**config.mk**
```make
export PLATFORM = sky130hd
export DESIGN_NAME = cks_startup_top
export DESIGN_NICKNAME = d
export VERILOG_FILES = /design/src/verilog/cks_pkg.sv /design/src/verilog/cks_startup_top.sv /design/src/verilog/cks_pin_sync.sv /design/src/verilog/cks_down_counter.sv
export VERILOG_INCLUDE_DIRS = /design/src /design/src/verilog
export SDC_FILE = /design/constraint.sdc
export NUM_CORES = 1
export LEC_CHECK = 0
export BUFFER_PORTS_ARGS = -buffer_cell sky130_fd_sc_hd__buf_4
export CAP_MARGIN = 25
export CORE_ASPECT_RATIO = 0.7
export CORE_UTILIZATION = 35
export CTS_BUF_LIST = sky130_fd_sc_hd__clkbuf_4 sky130_fd_sc_hd__clkbuf_8 sky130_fd_sc_hd__clkbuf_16
export CTS_CLUSTER_SIZE = 10
export DETAILED_ROUTE_END_ITERATION = 10
export HOLD_SLACK_MARGIN = 0.12
export PLACE_DENSITY_LB_ADDON = 0.15
export REMOVE_ABC_BUFFERS = 1
export SLEW_MARGIN = 20
export SYNTH_ARGS = -nofsm -noshare
export SYNTH_HDL_FRONTEND = slang
export SYNTH_HIERARCHICAL = 1
export SYNTH_SLANG_ARGS = --single-unit
```
**constraint.sdc**
```tcl
create_clock -name clk_sys -period 3 [get_ports clk_sys]
set_input_delay 0.3 -clock clk_sys [delete_from_list [all_inputs] [get_ports clk_sys]]
set_output_delay 0.3 -clock clk_sys [all_outputs]
set_load 0.02 [all_outputs]
```
**src/verilog/cks_map.svh**
```systemverilog
// constants for clock source selection and start-up sequencing
`ifndef CKS_MAP_SVH
`define CKS_MAP_SVH

// ----------------------------------------------------------------
// clock rate and time-outs
// ----------------------------------------------------------------
`define CKS_CLK_KHZ 40000
`define CKS_T_4P1MS_US 4100
`define CKS_T_65MS_US 65000
`define CKS_T_4MS_US 4000
`define CKS_T_64MS_US 64000
// whole cycles per microsecond keeps the product below 2**31
`define CKS_US_TO_CYC(us) ((us) * (`CKS_CLK_KHZ / 1000))
`define CKS_TIMEOUT_W 22

// ----------------------------------------------------------------
// fuse codes
// ----------------------------------------------------------------
`define CKS_SEL_EXT 4'h0
`define CKS_SEL_LF128 4'h3
`define CKS_SEL_LFXTAL_HI 2'h1
`define CKS_SEL_WAKE_BIT 0
`define CKS_SUT_BOD 2'h0
`define CKS_SUT_FAST 2'h1
`define CKS_SUT_SLOW 2'h2

// ----------------------------------------------------------------
// source cycle counts
// ----------------------------------------------------------------
`define CKS_CYC_W 16
`define CKS_RST_CK_LFXTAL 16'h0004
`define CKS_RST_CK_STD 16'h000E
`define CKS_WAKE_CK_STD 16'h0006
`define CKS_WAKE_CK_1K 16'h0400
`define CKS_WAKE_CK_32K 16'h8000

// ----------------------------------------------------------------
// register map, byte addresses
// ----------------------------------------------------------------
`define CKS_ADDR_CAL 4'h0
`define CKS_ADDR_PRESCALE 4'h4
`define CKS_ADDR_CONTROL 4'h8
`define CKS_ADDR_STATUS 4'hC
`define CKS_CTRL_SLEEP_BIT 0
`define CKS_PRESCALE_DIV8 4'h3
`define CKS_PRESCALE_DIV1 4'h0

`endif

```
**src/verilog/cks_pkg.sv**
```systemverilog
// types for clock source selection and start-up sequencing
package cks_pkg;

    typedef enum logic [1:0] {
        CKS_SRC_EXT,
        CKS_SRC_RC,
        CKS_SRC_LF128,
        CKS_SRC_LFXTAL
    } cks_source_t;

    typedef enum logic [2:0] {
        ST_LOAD,
        ST_DELAY,
        ST_RUN,
        ST_SLEEP,
        ST_WAKE
    } cks_state_t;

    // fuse flags are high when the fuse is programmed
    typedef struct packed {
        logic [3:0] source_select;
        logic [1:0] startup_select;
        logic div8_programmed;
        logic reset_pin_disabled;
    } cks_fuse_t;

    typedef struct packed {
        logic [15:0] source_cycles;
        logic [21:0] timeout_cycles;
    } cks_delay_t;

endpackage

```
**src/verilog/cks_startup_top.sv**
```systemverilog
// clock source select and start-up delay sequencer with register port
//
// The Avalon-MM slave port and the register addresses are this design's own decisions.
`timescale 1ns/10ps
`include "cks_map.svh"
//
// Contract
// source select 0110 or 0111 picks the low-frequency crystal; codes disagree nearby
// low-frequency crystal reset delay: 4 cycles, plus 4.1 ms or 65 ms
// low-frequency crystal wake waits 1K cycles on 0100, 32K on 0101
// select 0010 picks the 8.0 MHz calibrated RC oscillator
// factory calibration byte loads into the calibration register during reset
// software writes to the calibration register retune the RC oscillator
// reset time-out runs from the separate watchdog timebase, not the RC source
// RC source: wake 6 cycles; reset 14 cycles, plus 4.1 or 65 ms
// reset pin disabled stretches the 14-cycle delay to 14 cycles plus 4.1 ms
// shipped RC start-up select is 10, slow rising power with 65 ms
// shipped divide-by-eight fuse is programmed so the clock starts divided
// select 0011 picks the 128 kHz internal oscillator
// 128 kHz source: wake 6 cycles; reset 14 cycles, plus 4 or 64 ms
// select 0000 runs from the clock input pin at 0 to 20 MHz
// external clock: wake 6 cycles; reset 14 cycles, plus 4.1 or 65 ms
// outside clock must not jump more than 2% per cycle except in reset
// prescale select resets to 0011 with divide fuse programmed, else 0000
// internal reset holds until source cycles and millisecond time-out both elapse
module cks_startup_top #(
    parameter int unsigned T4P1_CYC = `CKS_US_TO_CYC(`CKS_T_4P1MS_US),
    parameter int unsigned T65_CYC = `CKS_US_TO_CYC(`CKS_T_65MS_US),
    parameter int unsigned T4_CYC = `CKS_US_TO_CYC(`CKS_T_4MS_US),
    parameter int unsigned T64_CYC = `CKS_US_TO_CYC(`CKS_T_64MS_US)
) (
    input wire logic clk_sys,
    input wire logic reset_n,
    input wire cks_pkg::cks_fuse_t fuses,
    input wire logic [7:0] factory_calibration,
    input wire logic clock_input_pin,
    input wire logic timer_oscillator_pin,
    input wire logic rc_osc_clk,
    input wire logic lf128_osc_clk,
    input wire logic wake_event,
    input wire logic [3:0] avs_address,
    input wire logic avs_read,
    input wire logic avs_write,
    input wire logic [31:0] avs_writedata,
    input wire logic [3:0] avs_byteenable,
    output logic [31:0] avs_readdata,
    output logic avs_waitrequest,
    output logic core_reset_n,
    output logic core_clock_run,
    output cks_pkg::cks_source_t selected_source,
    output logic [7:0] rc_calibration_register,
    output logic [3:0] prescale_select_field
);
    localparam int TW = `CKS_TIMEOUT_W;
    localparam int CW = `CKS_CYC_W;

    cks_pkg::cks_fuse_t fuse_reg;
    cks_pkg::cks_state_t state_reg;
    cks_pkg::cks_state_t state_next;
    cks_pkg::cks_source_t source_reg;
    cks_pkg::cks_source_t source_next;
    cks_pkg::cks_delay_t plan;
    logic core_reset_n_reg;
    logic core_reset_n_next;
    logic run_reg;
    logic run_next;
    logic [7:0] cal_reg;
    logic [7:0] cal_next;
    logic [3:0] prescale_reg;
    logic [3:0] prescale_next;
    logic [31:0] rdata_reg;
    logic [31:0] rdata_next;
    logic wait_reg;
    logic wait_next;
    logic sleep_req;
    logic load_cycles;
    logic load_timeout;
    logic [CW-1:0] cycles_value;
    logic cycles_zero;
    logic timeout_zero;
    logic [3:0] edge_pulse;
    logic [3:0] edge_pins;
    logic source_tick;
    logic req;
    logic commit;

    // ----------------------------------------------------------------
    // decode helpers
    // ----------------------------------------------------------------
    function automatic cks_pkg::cks_source_t decode_source(input logic [3:0] sel);
        cks_pkg::cks_source_t src;
        // 0010 and codes with no source of their own fall back to the RC
        src = cks_pkg::CKS_SRC_RC;
        if (sel == `CKS_SEL_EXT)
            src = cks_pkg::CKS_SRC_EXT;
        else if (sel == `CKS_SEL_LF128)
            src = cks_pkg::CKS_SRC_LF128;
        else if (sel[3:2] == `CKS_SEL_LFXTAL_HI)
            // 0100..0111 all run the watch crystal; bit 0 picks the wake count
            src = cks_pkg::CKS_SRC_LFXTAL;
        return src;
    endfunction

    function automatic cks_pkg::cks_delay_t reset_plan(input cks_pkg::cks_fuse_t f);
        cks_pkg::cks_delay_t d;
        logic is_lf128;
        d.source_cycles = `CKS_RST_CK_STD;
        d.timeout_cycles = '0;
        is_lf128 = (decode_source(f.source_select) == cks_pkg::CKS_SRC_LF128);
        if (decode_source(f.source_select) == cks_pkg::CKS_SRC_LFXTAL)
        begin
            d.source_cycles = `CKS_RST_CK_LFXTAL;
        end
        case (f.startup_select)
            `CKS_SUT_BOD:
            begin
                // programmed reset pin needs time to enter programming mode
                if (f.reset_pin_disabled &&
                    (decode_source(f.source_select) != cks_pkg::CKS_SRC_LFXTAL))
                begin
                    d.timeout_cycles = TW'(T4P1_CYC);
                end
            end
            `CKS_SUT_FAST:
            begin
                d.timeout_cycles = is_lf128 ? TW'(T4_CYC) : TW'(T4P1_CYC);
            end
            `CKS_SUT_SLOW:
            begin
                // shipped RC setting lands here
                d.timeout_cycles = is_lf128 ? TW'(T64_CYC) : TW'(T65_CYC);
            end
            // reserved code: take the longest delay as the safe side
            default:
                d.timeout_cycles = is_lf128 ? TW'(T64_CYC) : TW'(T65_CYC);
        endcase
        return d;
    endfunction

    function automatic logic [CW-1:0] wake_cycles(input logic [3:0] sel);
        logic [CW-1:0] n;
        n = `CKS_WAKE_CK_STD;
        if (decode_source(sel) == cks_pkg::CKS_SRC_LFXTAL)
        begin
            n = sel[`CKS_SEL_WAKE_BIT] ? `CKS_WAKE_CK_32K : `CKS_WAKE_CK_1K;
        end
        return n;
    endfunction

    // ----------------------------------------------------------------
    // source clock edges
    // ----------------------------------------------------------------
    assign edge_pins = {timer_oscillator_pin, lf128_osc_clk, rc_osc_clk, clock_input_pin};

    genvar gi;
    generate
        for (gi = 0; gi < 4; gi++)
        begin : g_sync
            cks_pin_sync u_sync (
                .clk_sys(clk_sys),
                .reset_n(reset_n),
                .pin_in(edge_pins[gi]),
                .rise_pulse(edge_pulse[gi])
            );
        end
    endgenerate

    // source enum order matches the edge_pins order
    assign source_tick = edge_pulse[source_reg];

    // ----------------------------------------------------------------
    // delay counters
    // ----------------------------------------------------------------
    assign plan = reset_plan(fuse_reg);

    cks_down_counter #(
        .WIDTH(CW)
    ) u_cycles (
        .clk_sys(clk_sys),
        .reset_n(reset_n),
        .load(load_cycles),
        .load_value(cycles_value),
        .tick(source_tick),
        .zero(cycles_zero)
    );

    // time-out ticks on the independent timebase whatever source runs the core
    cks_down_counter #(
        .WIDTH(TW)
    ) u_timeout (
        .clk_sys(clk_sys),
        .reset_n(reset_n),
        .load(load_timeout),
        .load_value(plan.timeout_cycles),
        .tick(1'b1),
        .zero(timeout_zero)
    );

    // ----------------------------------------------------------------
    // start-up sequencer
    // ----------------------------------------------------------------
    always_comb
    begin
        state_next = state_reg;
        source_next = source_reg;
        core_reset_n_next = core_reset_n_reg;
        run_next = run_reg;
        load_cycles = 1'b0;
        load_timeout = 1'b0;
        cycles_value = plan.source_cycles;
        case (state_reg)
            cks_pkg::ST_LOAD:
            begin
                source_next = decode_source(fuse_reg.source_select);
                load_cycles = 1'b1;
                load_timeout = 1'b1;
                state_next = cks_pkg::ST_DELAY;
            end
            cks_pkg::ST_DELAY:
            begin
                if (cycles_zero && timeout_zero)
                begin
                    core_reset_n_next = 1'b1;
                    run_next = 1'b1;
                    state_next = cks_pkg::ST_RUN;
                end
            end
            cks_pkg::ST_RUN:
            begin
                if (sleep_req)
                begin
                    run_next = 1'b0;
                    state_next = cks_pkg::ST_SLEEP;
                end
            end
            cks_pkg::ST_SLEEP:
            begin
                if (wake_event)
                begin
                    load_cycles = 1'b1;
                    cycles_value = wake_cycles(fuse_reg.source_select);
                    state_next = cks_pkg::ST_WAKE;
                end
            end
            cks_pkg::ST_WAKE:
            begin
                if (cycles_zero)
                begin
                    run_next = 1'b1;
                    state_next = cks_pkg::ST_RUN;
                end
            end
            default:
            begin
                state_next = cks_pkg::ST_LOAD;
            end
        endcase
    end

    // ----------------------------------------------------------------
    // register port
    // ----------------------------------------------------------------
    // one wait cycle per access: data is formed on the first edge,
    // waitrequest drops in the next cycle and the write lands there
    assign req = avs_read || avs_write;
    assign commit = req && !wait_reg;
    assign sleep_req = commit && avs_write && (avs_address == `CKS_ADDR_CONTROL) &&
        avs_byteenable[0] && avs_writedata[`CKS_CTRL_SLEEP_BIT];

    always_comb
    begin
        wait_next = !(req && wait_reg);
        cal_next = cal_reg;
        prescale_next = prescale_reg;
        rdata_next = rdata_reg;
        if (req && wait_reg && avs_read)
        begin
            case (avs_address)
                `CKS_ADDR_CAL: rdata_next = {24'h000000, cal_reg};
                `CKS_ADDR_PRESCALE: rdata_next = {28'h0000000, prescale_reg};
                `CKS_ADDR_STATUS: rdata_next = {20'h00000, fuse_reg.source_select,
                    fuse_reg.startup_select, core_reset_n_reg, state_reg, source_reg};
                default: rdata_next = 32'h00000000;
            endcase
        end
        if (commit && avs_write && avs_byteenable[0])
        begin
            // trim takes effect on the oscillator at once
            if (avs_address == `CKS_ADDR_CAL)
                cal_next = avs_writedata[7:0];
            if (avs_address == `CKS_ADDR_PRESCALE)
                prescale_next = avs_writedata[3:0];
        end
    end

    // ----------------------------------------------------------------
    // state registers
    // ----------------------------------------------------------------
    always_ff @(posedge clk_sys)
    begin
        if (!reset_n)
        begin
            // fuses are straps: caught while reset is held, then frozen
            fuse_reg <= fuses;
            state_reg <= cks_pkg::ST_LOAD;
            source_reg <= cks_pkg::CKS_SRC_RC;
            core_reset_n_reg <= 1'b0;
            run_reg <= 1'b0;
            cal_reg <= factory_calibration;
            // divided start protects parts whose source outruns the core
            prescale_reg <= fuses.div8_programmed ?
                `CKS_PRESCALE_DIV8 : `CKS_PRESCALE_DIV1;
            rdata_reg <= 32'h00000000;
            wait_reg <= 1'b1;
        end
        else
        begin
            state_reg <= state_next;
            source_reg <= source_next;
            core_reset_n_reg <= core_reset_n_next;
            run_reg <= run_next;
            cal_reg <= cal_next;
            prescale_reg <= prescale_next;
            rdata_reg <= rdata_next;
            wait_reg <= wait_next;
        end
    end

    assign avs_readdata = rdata_reg;
    assign avs_waitrequest = wait_reg;
    assign core_reset_n = core_reset_n_reg;
    assign core_clock_run = run_reg;
    assign selected_source = source_reg;
    assign rc_calibration_register = cal_reg;
    assign prescale_select_field = prescale_reg;
endmodule

```
**src/verilog/cks_pin_sync.sv**
```systemverilog
// three-stage synchroniser that reports rising edges of an outside level
`timescale 1ns/10ps
module cks_pin_sync (
    input wire logic clk_sys,
    input wire logic reset_n,
    input wire logic pin_in,
    output logic rise_pulse
);
    logic s1_reg;
    logic s2_reg;
    logic s3_reg;
    logic stable_reg;
    logic stable_next;

    // ----------------------------------------------------------------
    // agreement filter
    // ----------------------------------------------------------------
    // s1 feeds only s2; a change counts once s2 and s3 agree
    always_comb
    begin
        stable_next = stable_reg;
        if (s2_reg == s3_reg)
        begin
            stable_next = s3_reg;
        end
        rise_pulse = (s2_reg == s3_reg) && s3_reg && !stable_reg;
    end

    always_ff @(posedge clk_sys)
    begin
        if (!reset_n)
        begin
            s1_reg <= 1'b0;
            s2_reg <= 1'b0;
            s3_reg <= 1'b0;
            stable_reg <= 1'b0;
        end
        else
        begin
            s1_reg <= pin_in;
            s2_reg <= s1_reg;
            s3_reg <= s2_reg;
            stable_reg <= stable_next;
        end
    end
endmodule

```
**src/verilog/cks_down_counter.sv**
```systemverilog
// loadable down counter that stops at zero
`timescale 1ns/10ps
module cks_down_counter #(
    parameter int WIDTH = 16
) (
    input wire logic clk_sys,
    input wire logic reset_n,
    input wire logic load,
    input wire logic [WIDTH-1:0] load_value,
    input wire logic tick,
    output logic zero
);
    logic [WIDTH-1:0] count_reg;
    logic [WIDTH-1:0] count_next;

    always_comb
    begin
        count_next = count_reg;
        if (load)
        begin
            count_next = load_value;
        end
        else if (tick && (count_reg != '0))
        begin
            count_next = count_reg - WIDTH'(1);
        end
        zero = (count_reg == '0);
    end

    always_ff @(posedge clk_sys)
    begin
        if (!reset_n)
        begin
            count_reg <= '0;
        end
        else
        begin
            count_reg <= count_next;
        end
    end
endmodule

```
==> results of run 1 <==
[power groups by stage]
stage                     registers [mW]  logic (mW)  clock network [mW]
after floorplan                     1.45       0.262                   0
after global placement              1.45       0.421                   0
after detailed placement            1.45       0.429                   0
after CTS                           1.43       0.436                1.22
after global routing                1.44       0.483                1.26
final                               1.43       0.435                1.19
[synthesized netlist by cell type, types with 3 or more instances]
cell type | n | area [um^2]
sky130_fd_sc_hd__and2_1 | 16 | 100.1
sky130_fd_sc_hd__ha_1 | 6 | 75.07
sky130_fd_sc_hd__a21boi_0 | 3 | 22.52
sky130_fd_sc_hd__inv_1 | 15 | 56.30
sky130_fd_sc_hd__nor3b_1 | 8 | 60.06
sky130_fd_sc_hd__a32o_1 | 4 | 40.04
sky130_fd_sc_hd__nand3b_1 | 3 | 22.52
sky130_fd_sc_hd__a21oi_1 | 39 | 195.2
sky130_fd_sc_hd__and4bb_2 | 3 | 37.54
sky130_fd_sc_hd__mux2i_1 | 12 | 120.1
sky130_fd_sc_hd__nand4_1 | 5 | 31.28
sky130_fd_sc_hd__nand2b_1 | 7 | 43.79
sky130_fd_sc_hd__o211a_1 | 3 | 30.03
sky130_fd_sc_hd__xnor2_1 | 23 | 201.4
sky130_fd_sc_hd__or3_1 | 4 | 25.02
sky130_fd_sc_hd__nor2b_1 | 14 | 87.58
sky130_fd_sc_hd__clkbuf_1 | 18 | 67.56
sky130_fd_sc_hd__and3_1 | 6 | 37.54
sky130_fd_sc_hd__mux2_2 | 5 | 56.30
sky130_fd_sc_hd__a32oi_1 | 4 | 35.03
sky130_fd_sc_hd__or2_2 | 3 | 18.77
sky130_fd_sc_hd__o31ai_1 | 3 | 22.52
sky130_fd_sc_hd__a211oi_1 | 6 | 45.04
sky130_fd_sc_hd__nor3_1 | 12 | 60.06
sky130_fd_sc_hd__buf_2 | 5 | 25.02
sky130_fd_sc_hd__nor2_1 | 30 | 112.6
sky130_fd_sc_hd__dfxtp_1 | 74 | 1481
sky130_fd_sc_hd__nand3_1 | 6 | 30.03
sky130_fd_sc_hd__o2bb2ai_1 | 4 | 35.03
sky130_fd_sc_hd__buf_4 | 21 | 157.7
sky130_fd_sc_hd__nand2_1 | 27 | 101.4
sky130_fd_sc_hd__a31oi_1 | 3 | 18.77
sky130_fd_sc_hd__o21ai_0 | 38 | 190.2
sky130_fd_sc_hd__edfxtp_1 | 19 | 570.6
sky130_fd_sc_hd__nor4_1 | 9 | 56.30
[cell families after synthesis]
kind of cell	after synthesis	synth area share [%]
AOI/OAI and AO/OA	131	17.44
xor gates and xnor gates	25	4.555
adders and majority gates	6	1.562
buffers and inverters	62	6.949
DFF	93	42.69
muxes	18	4.138
other	2	0.1562
and+or+nand+nor	176	22.51
[through the flow]
stage	cells	setup slack, ns
floorplan	511	0.8712
global placement	769	0.7092
detailed placement	769	0.6726
CTS	790	0.6495
global route	790	0.5199
finish	790	0.6142
[final cells by class]
| type | instances | share of cell area (%) |
|---|---|---|
| multi-input cells | 403 | 44.36 |
| clock buffers | 10 | 4.286 |
| clock inverters | 6 | 1.029 |
| inverters | 15 | 0.9644 |
| repair buffers | 78 | 10.24 |
| flip-flops and latches | 93 | 35.15 |
| well taps | 185 | 3.965 |
[metal layers]
metal  routed length (um)  track usage (%)  vias up
met2                 4660            24.70       94
met5                    0                0        -
met1                 5782            23.12     1818
met4                   88            4.053        0
met3                  794            5.916        9
li1                     -                -     1967
[what timing repair did]
| item | CTS | global route |
|---|---|---|
| endpoints found under the hold margin | 5 | 0 |
| endpoints found under the setup margin | 0 | 0 |
| hold buffers | 5 | 0 |
[how the worst max path moves through the flow]
stage | startpoint | end | slack [ns] | cells past startpoint
after floorplan | u_timeout/count_reg[16]$_SDFFE_PN0P_ | state_reg[1]$_SDFFE_PN0P_ | 0.87 | 6
after global placement | u_timeout/count_reg[4]$_SDFFE_PN0P_ | state_reg[1]$_SDFFE_PN0P_ | 0.71 | 6
after detailed placement | u_timeout/count_reg[4]$_SDFFE_PN0P_ | state_reg[1]$_SDFFE_PN0P_ | 0.67 | 6
after CTS | u_timeout/count_reg[4]$_SDFFE_PN0P_ | state_reg[1]$_SDFFE_PN0P_ | 0.65 | 6
after global routing | u_timeout/count_reg[4]$_SDFFE_PN0P_ | state_reg[1]$_SDFFE_PN0P_ | 0.52 | 6
final | u_timeout/count_reg[4]$_SDFFE_PN0P_ | state_reg[1]$_SDFFE_PN0P_ | 0.61 | 6
[worst reg2reg max path: stages, from the launching register on]
cell,delay (ns)
sky130_fd_sc_hd__dfxtp_1,0.38
sky130_fd_sc_hd__nor4_4,0.52
sky130_fd_sc_hd__and3_1,0.46
sky130_fd_sc_hd__and2_1,0.40
sky130_fd_sc_hd__nand3_1,0.16
sky130_fd_sc_hd__mux2_2,0.30
sky130_fd_sc_hd__o32ai_1,0.11
==> results.md, run 1 <==
- Gr usage total: 16.70%
- Number of placed I/O pins: 114
- Cell depth of the worst flop-to-flop path: 6
- Count of endpoints failing hold in the final timing report: 0
- Number of flops mapped to enable cells by yosys: 19
- Switching power of the nets: 0.8724 mW
- Commonest non-fill, non-tap cells in the layout: sky130_fd_sc_hd__dfxtp_1 (74), sky130_fd_sc_hd__buf_4 (73), sky130_fd_sc_hd__conb_1 (47)
- Largest net degree at the start of global routing: 46
- Die area: 14210 um^2
- Worst-path cell with the longest stage delay: sky130_fd_sc_hd__nor4_4
- Total leakage power: 2.337 nW
- Via density per instance: 4.922
- Worst Hold End: fuse_reg[4]$_DFFE_PN_
- DRC violations left: 0
- Placed wire-length estimate: 8076 um
- Worst Hold Path Cells: 1
- Pwr Total: 3.051 mW
- Hold crit path type: input pin to flip-flop
- Area taken by multi-input logic gates: 2590 um^2
- Number of CTS-inserted buffers: 9
- Sum of overflow across all layers after global routing: 0
- Post-CTS setup buffer count: 0
- Run status: completed
- Routed WL per cell: 14.34 um
- Layout Utilization: 44.00%
- Total buffers and inverters traversed by the critical path: 0
- Required time at the worst-slack endpoint: 3.26 ns
- Worst slew margin: 48.35%
- Insertion delay of the later-clocked pin in the worst-skew pair: 0.35 ns
- Endpoint arrival time on the critical path: 2.65 ns
- Max H-tree Level: 3
- Floorplan die width: 142.1 um
- Tmin final: 2.386 ns
- Cells along the critical path: nor4_4, and3_1, and2_1, nand3_1, mux2_2, o32ai_1
- Internal cell power: 2.178 mW
- Highest clock frequency the design can meet: 0.4191 GHz
- First-pass GRT wire length: 18530 um
- Setup TNS: 0 ns
- Register area share after synthesis: 42.69%
- Area inside the core boundary: 13270 um^2
- Skew final: 0.008536 ns
- Root buffer selected by CTS: sky130_fd_sc_hd__clkbuf_16
- Count of nets after finishing: 671
- Power per standard cell area: 522.5 nW/um^2
- Max incr delay on CP: 0.52 ns
- Sequential cell area: 2052 um^2
- Slew Limit Fails: 0
- Crit path kind: flip-flop to flip-flop
- Dominant register cell in the synthesized netlist: sky130_fd_sc_hd__dfxtp_1
- Post-detailed-routing wire length: 11330 um
- Final non-filler cell area: 5838 um^2
- Library cells used by synthesis: 75
- Quantity of I/O buffers inserted on ports: 66
- Post-route fraction of the period consumed by the critical path: 79.53%
- Fraction of power consumed by the clock network: 39.0%
- Hold path start: fuses[4]
- Maximum ir drop on the vdd rail: 240.2 uV
- Antenna violations before repair: 0
- TritonCTS clock tree: yes
- Startpoint class of the critical path: flip-flop
- Vias after detailed routing: 3888
- Endpoint type of the worst setup path: flip-flop
- RSZ-0062 raised after global routing: no
- Flop2flop setup slack: 0.61 ns
- Number of warnings reported in the yosys synthesis log: 6
- Portion of total power attributed to combinational logic: 14.3%
- Clock Sink Count: 93
- Critical register-to-register path endpoint: state_reg[1]$_SDFFE_PN0P_
- Die Height: 100.1 um
- Category of cells accounting for the largest share of critical-path delay: simple AND/OR/NAND/NOR gates
- Vias in the first global route: 3633
- Area growth syn-to-layout: 21.45%
- Antenna viol nets, final: 0
- Synthesized flop and latch total: 93
- Commonest non-fill, non-tap cell in the layout: sky130_fd_sc_hd__dfxtp_1
- Cell row count: 35
- Hold slack: 0.1310 ns
- DRT iter0 DRCs: 151
- Mean area per synthesized cell: 9.371 um^2
- Starting Density: 36.23%
- Placer Congestion: 0.7995
- Final-report setup violation count: 0
- Worst-margin pin slew: 0.7678 ns
- Sw Share: 28.60%
- Share of layout cells above drive strength 1: 19.01%
- Clk pin slew, worst setup/hold paths: 0.07 ns
- Worst reg2reg path startpoint: u_timeout/count_reg[4]$_SDFFE_PN0P_
- Filler instances: 1276
- Post-cts gate resize count: 0
- CP max FO: 8
- Cell count after synthesis: 513
- Area post-placement: 5478 um^2
- 1st-pass router iterations: 4
- Mapped cell area: 4807 um^2
- Share of flip-flops with an asynchronous set or reset after synthesis: 0%
- Max capacitance violation total: 0
- Seq pwr share: 46.8%
- Max FFs per register: 22
- # diodes: 0
- Maximum number of buffers from clock root to sink: 2
Power figures use the tool's default switching activity.
==> inputs of run 2 (changes only) <==
clock period = 2.39 ns   (was 3 ns; I/O delays follow)
==> results.md, run 2 (synthesized netlist as in run 1, its figures left out) <==
- Post-route fraction of the period consumed by the critical path: 91.69%
- TritonCTS clock tree: yes
- Cell row count: 35
- Area growth syn-to-layout: 23.92%
- Setup TNS: 0 ns
- Post-CTS setup buffer count: 0
- Antenna viol nets, final: 0
- 1st-pass router iterations: 4
- Placed wire-length estimate: 7884 um
- Highest clock frequency the design can meet: 0.4563 GHz
- Sum of overflow across all layers after global routing: 0
- Hold crit path type: input pin to flip-flop
- Vias in the first global route: 3599
- Routed WL per cell: 13.66 um
- DRC violations left: 0
- Post-detailed-routing wire length: 11010 um
- Insertion delay of the later-clocked pin in the worst-skew pair: 0.35 ns
- Total leakage power: 2.401 nW
- Clk pin slew, worst setup/hold paths: 0.07 ns
- Placer Congestion: 0.8079
- Worst slew margin: 56.05%
- DRT iter0 DRCs: 197
- Hold slack: 0.1659 ns
- Number of standard cells in the layout, taps in and fillers out: 806
- Smallest setup slack after layout: 0.1985 ns
- First-pass GRT wire length: 18160 um
- Final-report setup violation count: 0
- Largest net degree at the start of global routing: 50
- RSZ-0062 raised after global routing: no
- Share of layout cells above drive strength 1: 19.81%
- Max H-tree Level: 3
- Skew final: 0.005121 ns
- Commonest non-fill, non-tap cells in the layout: sky130_fd_sc_hd__buf_4 (81), sky130_fd_sc_hd__dfxtp_1 (74), sky130_fd_sc_hd__conb_1 (47)
- Worst-margin pin slew: 0.6585 ns
- Internal cell power: 2.687 mW
- Antenna violations before repair: 0
- Via density per instance: 4.814
- Seq pwr share: 47.6%
- CP max FO: 9
- Portion of total power attributed to combinational logic: 14.9%
- Commonest non-fill, non-tap cell in the layout: sky130_fd_sc_hd__buf_4
- Gr usage total: 16.31%
- Crit path kind: flip-flop to flip-flop
- Tmin final: 2.191 ns
- Slew Limit Fails: 0
- # diodes: 0
- Number of placed I/O pins: 114
- Number of CTS-inserted buffers: 9
- Sw Share: 28.64%
- Max capacitance violation total: 0
- Pwr Total: 3.765 mW
- Max FFs per register: 22
- Root buffer selected by CTS: sky130_fd_sc_hd__clkbuf_16
- Quantity of I/O buffers inserted on ports: 66
- Die Height: 100.1 um
- Count of endpoints failing hold in the final timing report: 0
- Fraction of power consumed by the clock network: 37.5%
- Cells along the critical path: inv_1, ha_1, nor3b_1, and4b_2, and2_1, nand3_1, mux2_2, o32ai_1
- Die area: 14210 um^2
- Count of nets after finishing: 687
- Power per standard cell area: 632.0 nW/um^2
- Clock Sink Count: 93
- Startpoint class of the critical path: flip-flop
- Starting Density: 36.23%
- Required time at the worst-slack endpoint: 2.65 ns
- Area inside the core boundary: 13270 um^2
- Number of instances in the placed design: 777
- Max incr delay on CP: 0.41 ns
- Switching power of the nets: 1.078 mW
- Maximum ir drop on the vdd rail: 343.2 uV
- Pre-CTS WS: 0.2348 ns
- Worst-path cell with the longest stage delay: sky130_fd_sc_hd__and4b_2
- Vias after detailed routing: 3880
- Endpoint arrival time on the critical path: 2.45 ns
- Endpoint type of the worst setup path: flip-flop
- Run status: completed
- Maximum number of buffers from clock root to sink: 2
- Floorplan die width: 142.1 um
==> run 2: changes by cell type in the layout (fill, tap and decap cells not counted) <==
cell | previous run | this run
sky130_fd_sc_hd__clkinv_4 | 2 | 1
sky130_fd_sc_hd__inv_4 | 0 | 1
sky130_fd_sc_hd__inv_8 | 3 | 2
sky130_fd_sc_hd__dlygate4sd3_1 | 5 | 13
sky130_fd_sc_hd__clkbuf_16 | 10 | 9
sky130_fd_sc_hd__buf_4 | 73 | 81
sky130_fd_sc_hd__inv_6 | 1 | 3
==> run 2: final cells by class <==
type | count | area [um^2]
multi-input combinational | 403 | 2590
tap | 185 | 231.5
inverter | 15 | 56.30
clock buffer | 9 | 225.2
sequential | 93 | 2052
clock inverter | 7 | 63.81
fill | 1300 | 7312
timing repair buffer | 94 | 738.2
==> run 2: worst max-delay path: cells and delay by family (launching register included) <==
kind / cells / cell delay, ns
mux: 1 / 0.29
buf+inv: 1 / 0.09
fa+ha+maj: 1 / 0.19
simple gates: 4 / 1.09
flops: 1 / 0.33
compound gates: 1 / 0.11
==> run 2: layer usage <==
metal | wire, um | global-route usage, %
met1 | 5827 | 23.41
met2 | 4477 | 23.64
met3 | 656 | 5.200
met4 | 51 | 3.557
met5 | 0 | 0
==> run 2: worst paths after layout <==
kind                                       startpoint                                   end  slack, ns  cells after the start
setup reg to reg  u_timeout/count_reg[0]$_SDFFE_PN0P_             state_reg[1]$_SDFFE_PN0P_       0.20                      8
setup / recovery  u_timeout/count_reg[0]$_SDFFE_PN0P_             state_reg[1]$_SDFFE_PN0P_       0.20                      8
hold reg to reg    g_sync[3].u_sync/s1_reg$_SDFF_PN0_    g_sync[3].u_sync/s2_reg$_SDFF_PN0_       0.44                      1
hold / removal                 factory_calibration[3]  rc_calibration_register[3]$_DFFE_PP_       0.17                      2
==> run 2: timing repair <==
| action | 4_1_cts | 5_1_grt |
|---|---|---|
| resized for setup | 0 | 0 |
| hold endpoints to repair | 12 | 0 |
| hold buffers | 13 | 0 |
| endpoints found under the setup margin | 0 | 0 |
==> run 2: stage by stage <==
step                util (%)  instance area, um^2
finish                 44.89                 5957
global route           44.89                 5957
CTS                    44.89                 5957
detailed placement     41.74                 5538
global placement       41.74                 5538
floorplan                  -                 4698
==> run 2: power by group through the flow <==
| stage | combinational [mW] | clock, mW | sequential [mW] |
|---|---|---|---|
| final | 0.562 | 1.41 | 1.79 |
| after global routing | 0.627 | 1.53 | 1.80 |
| after CTS | 0.563 | 1.46 | 1.79 |
| after detailed placement | 0.543 | 0 | 1.83 |
| after global placement | 0.539 | 0 | 1.82 |
| after floorplan | 0.328 | 0 | 1.82 |
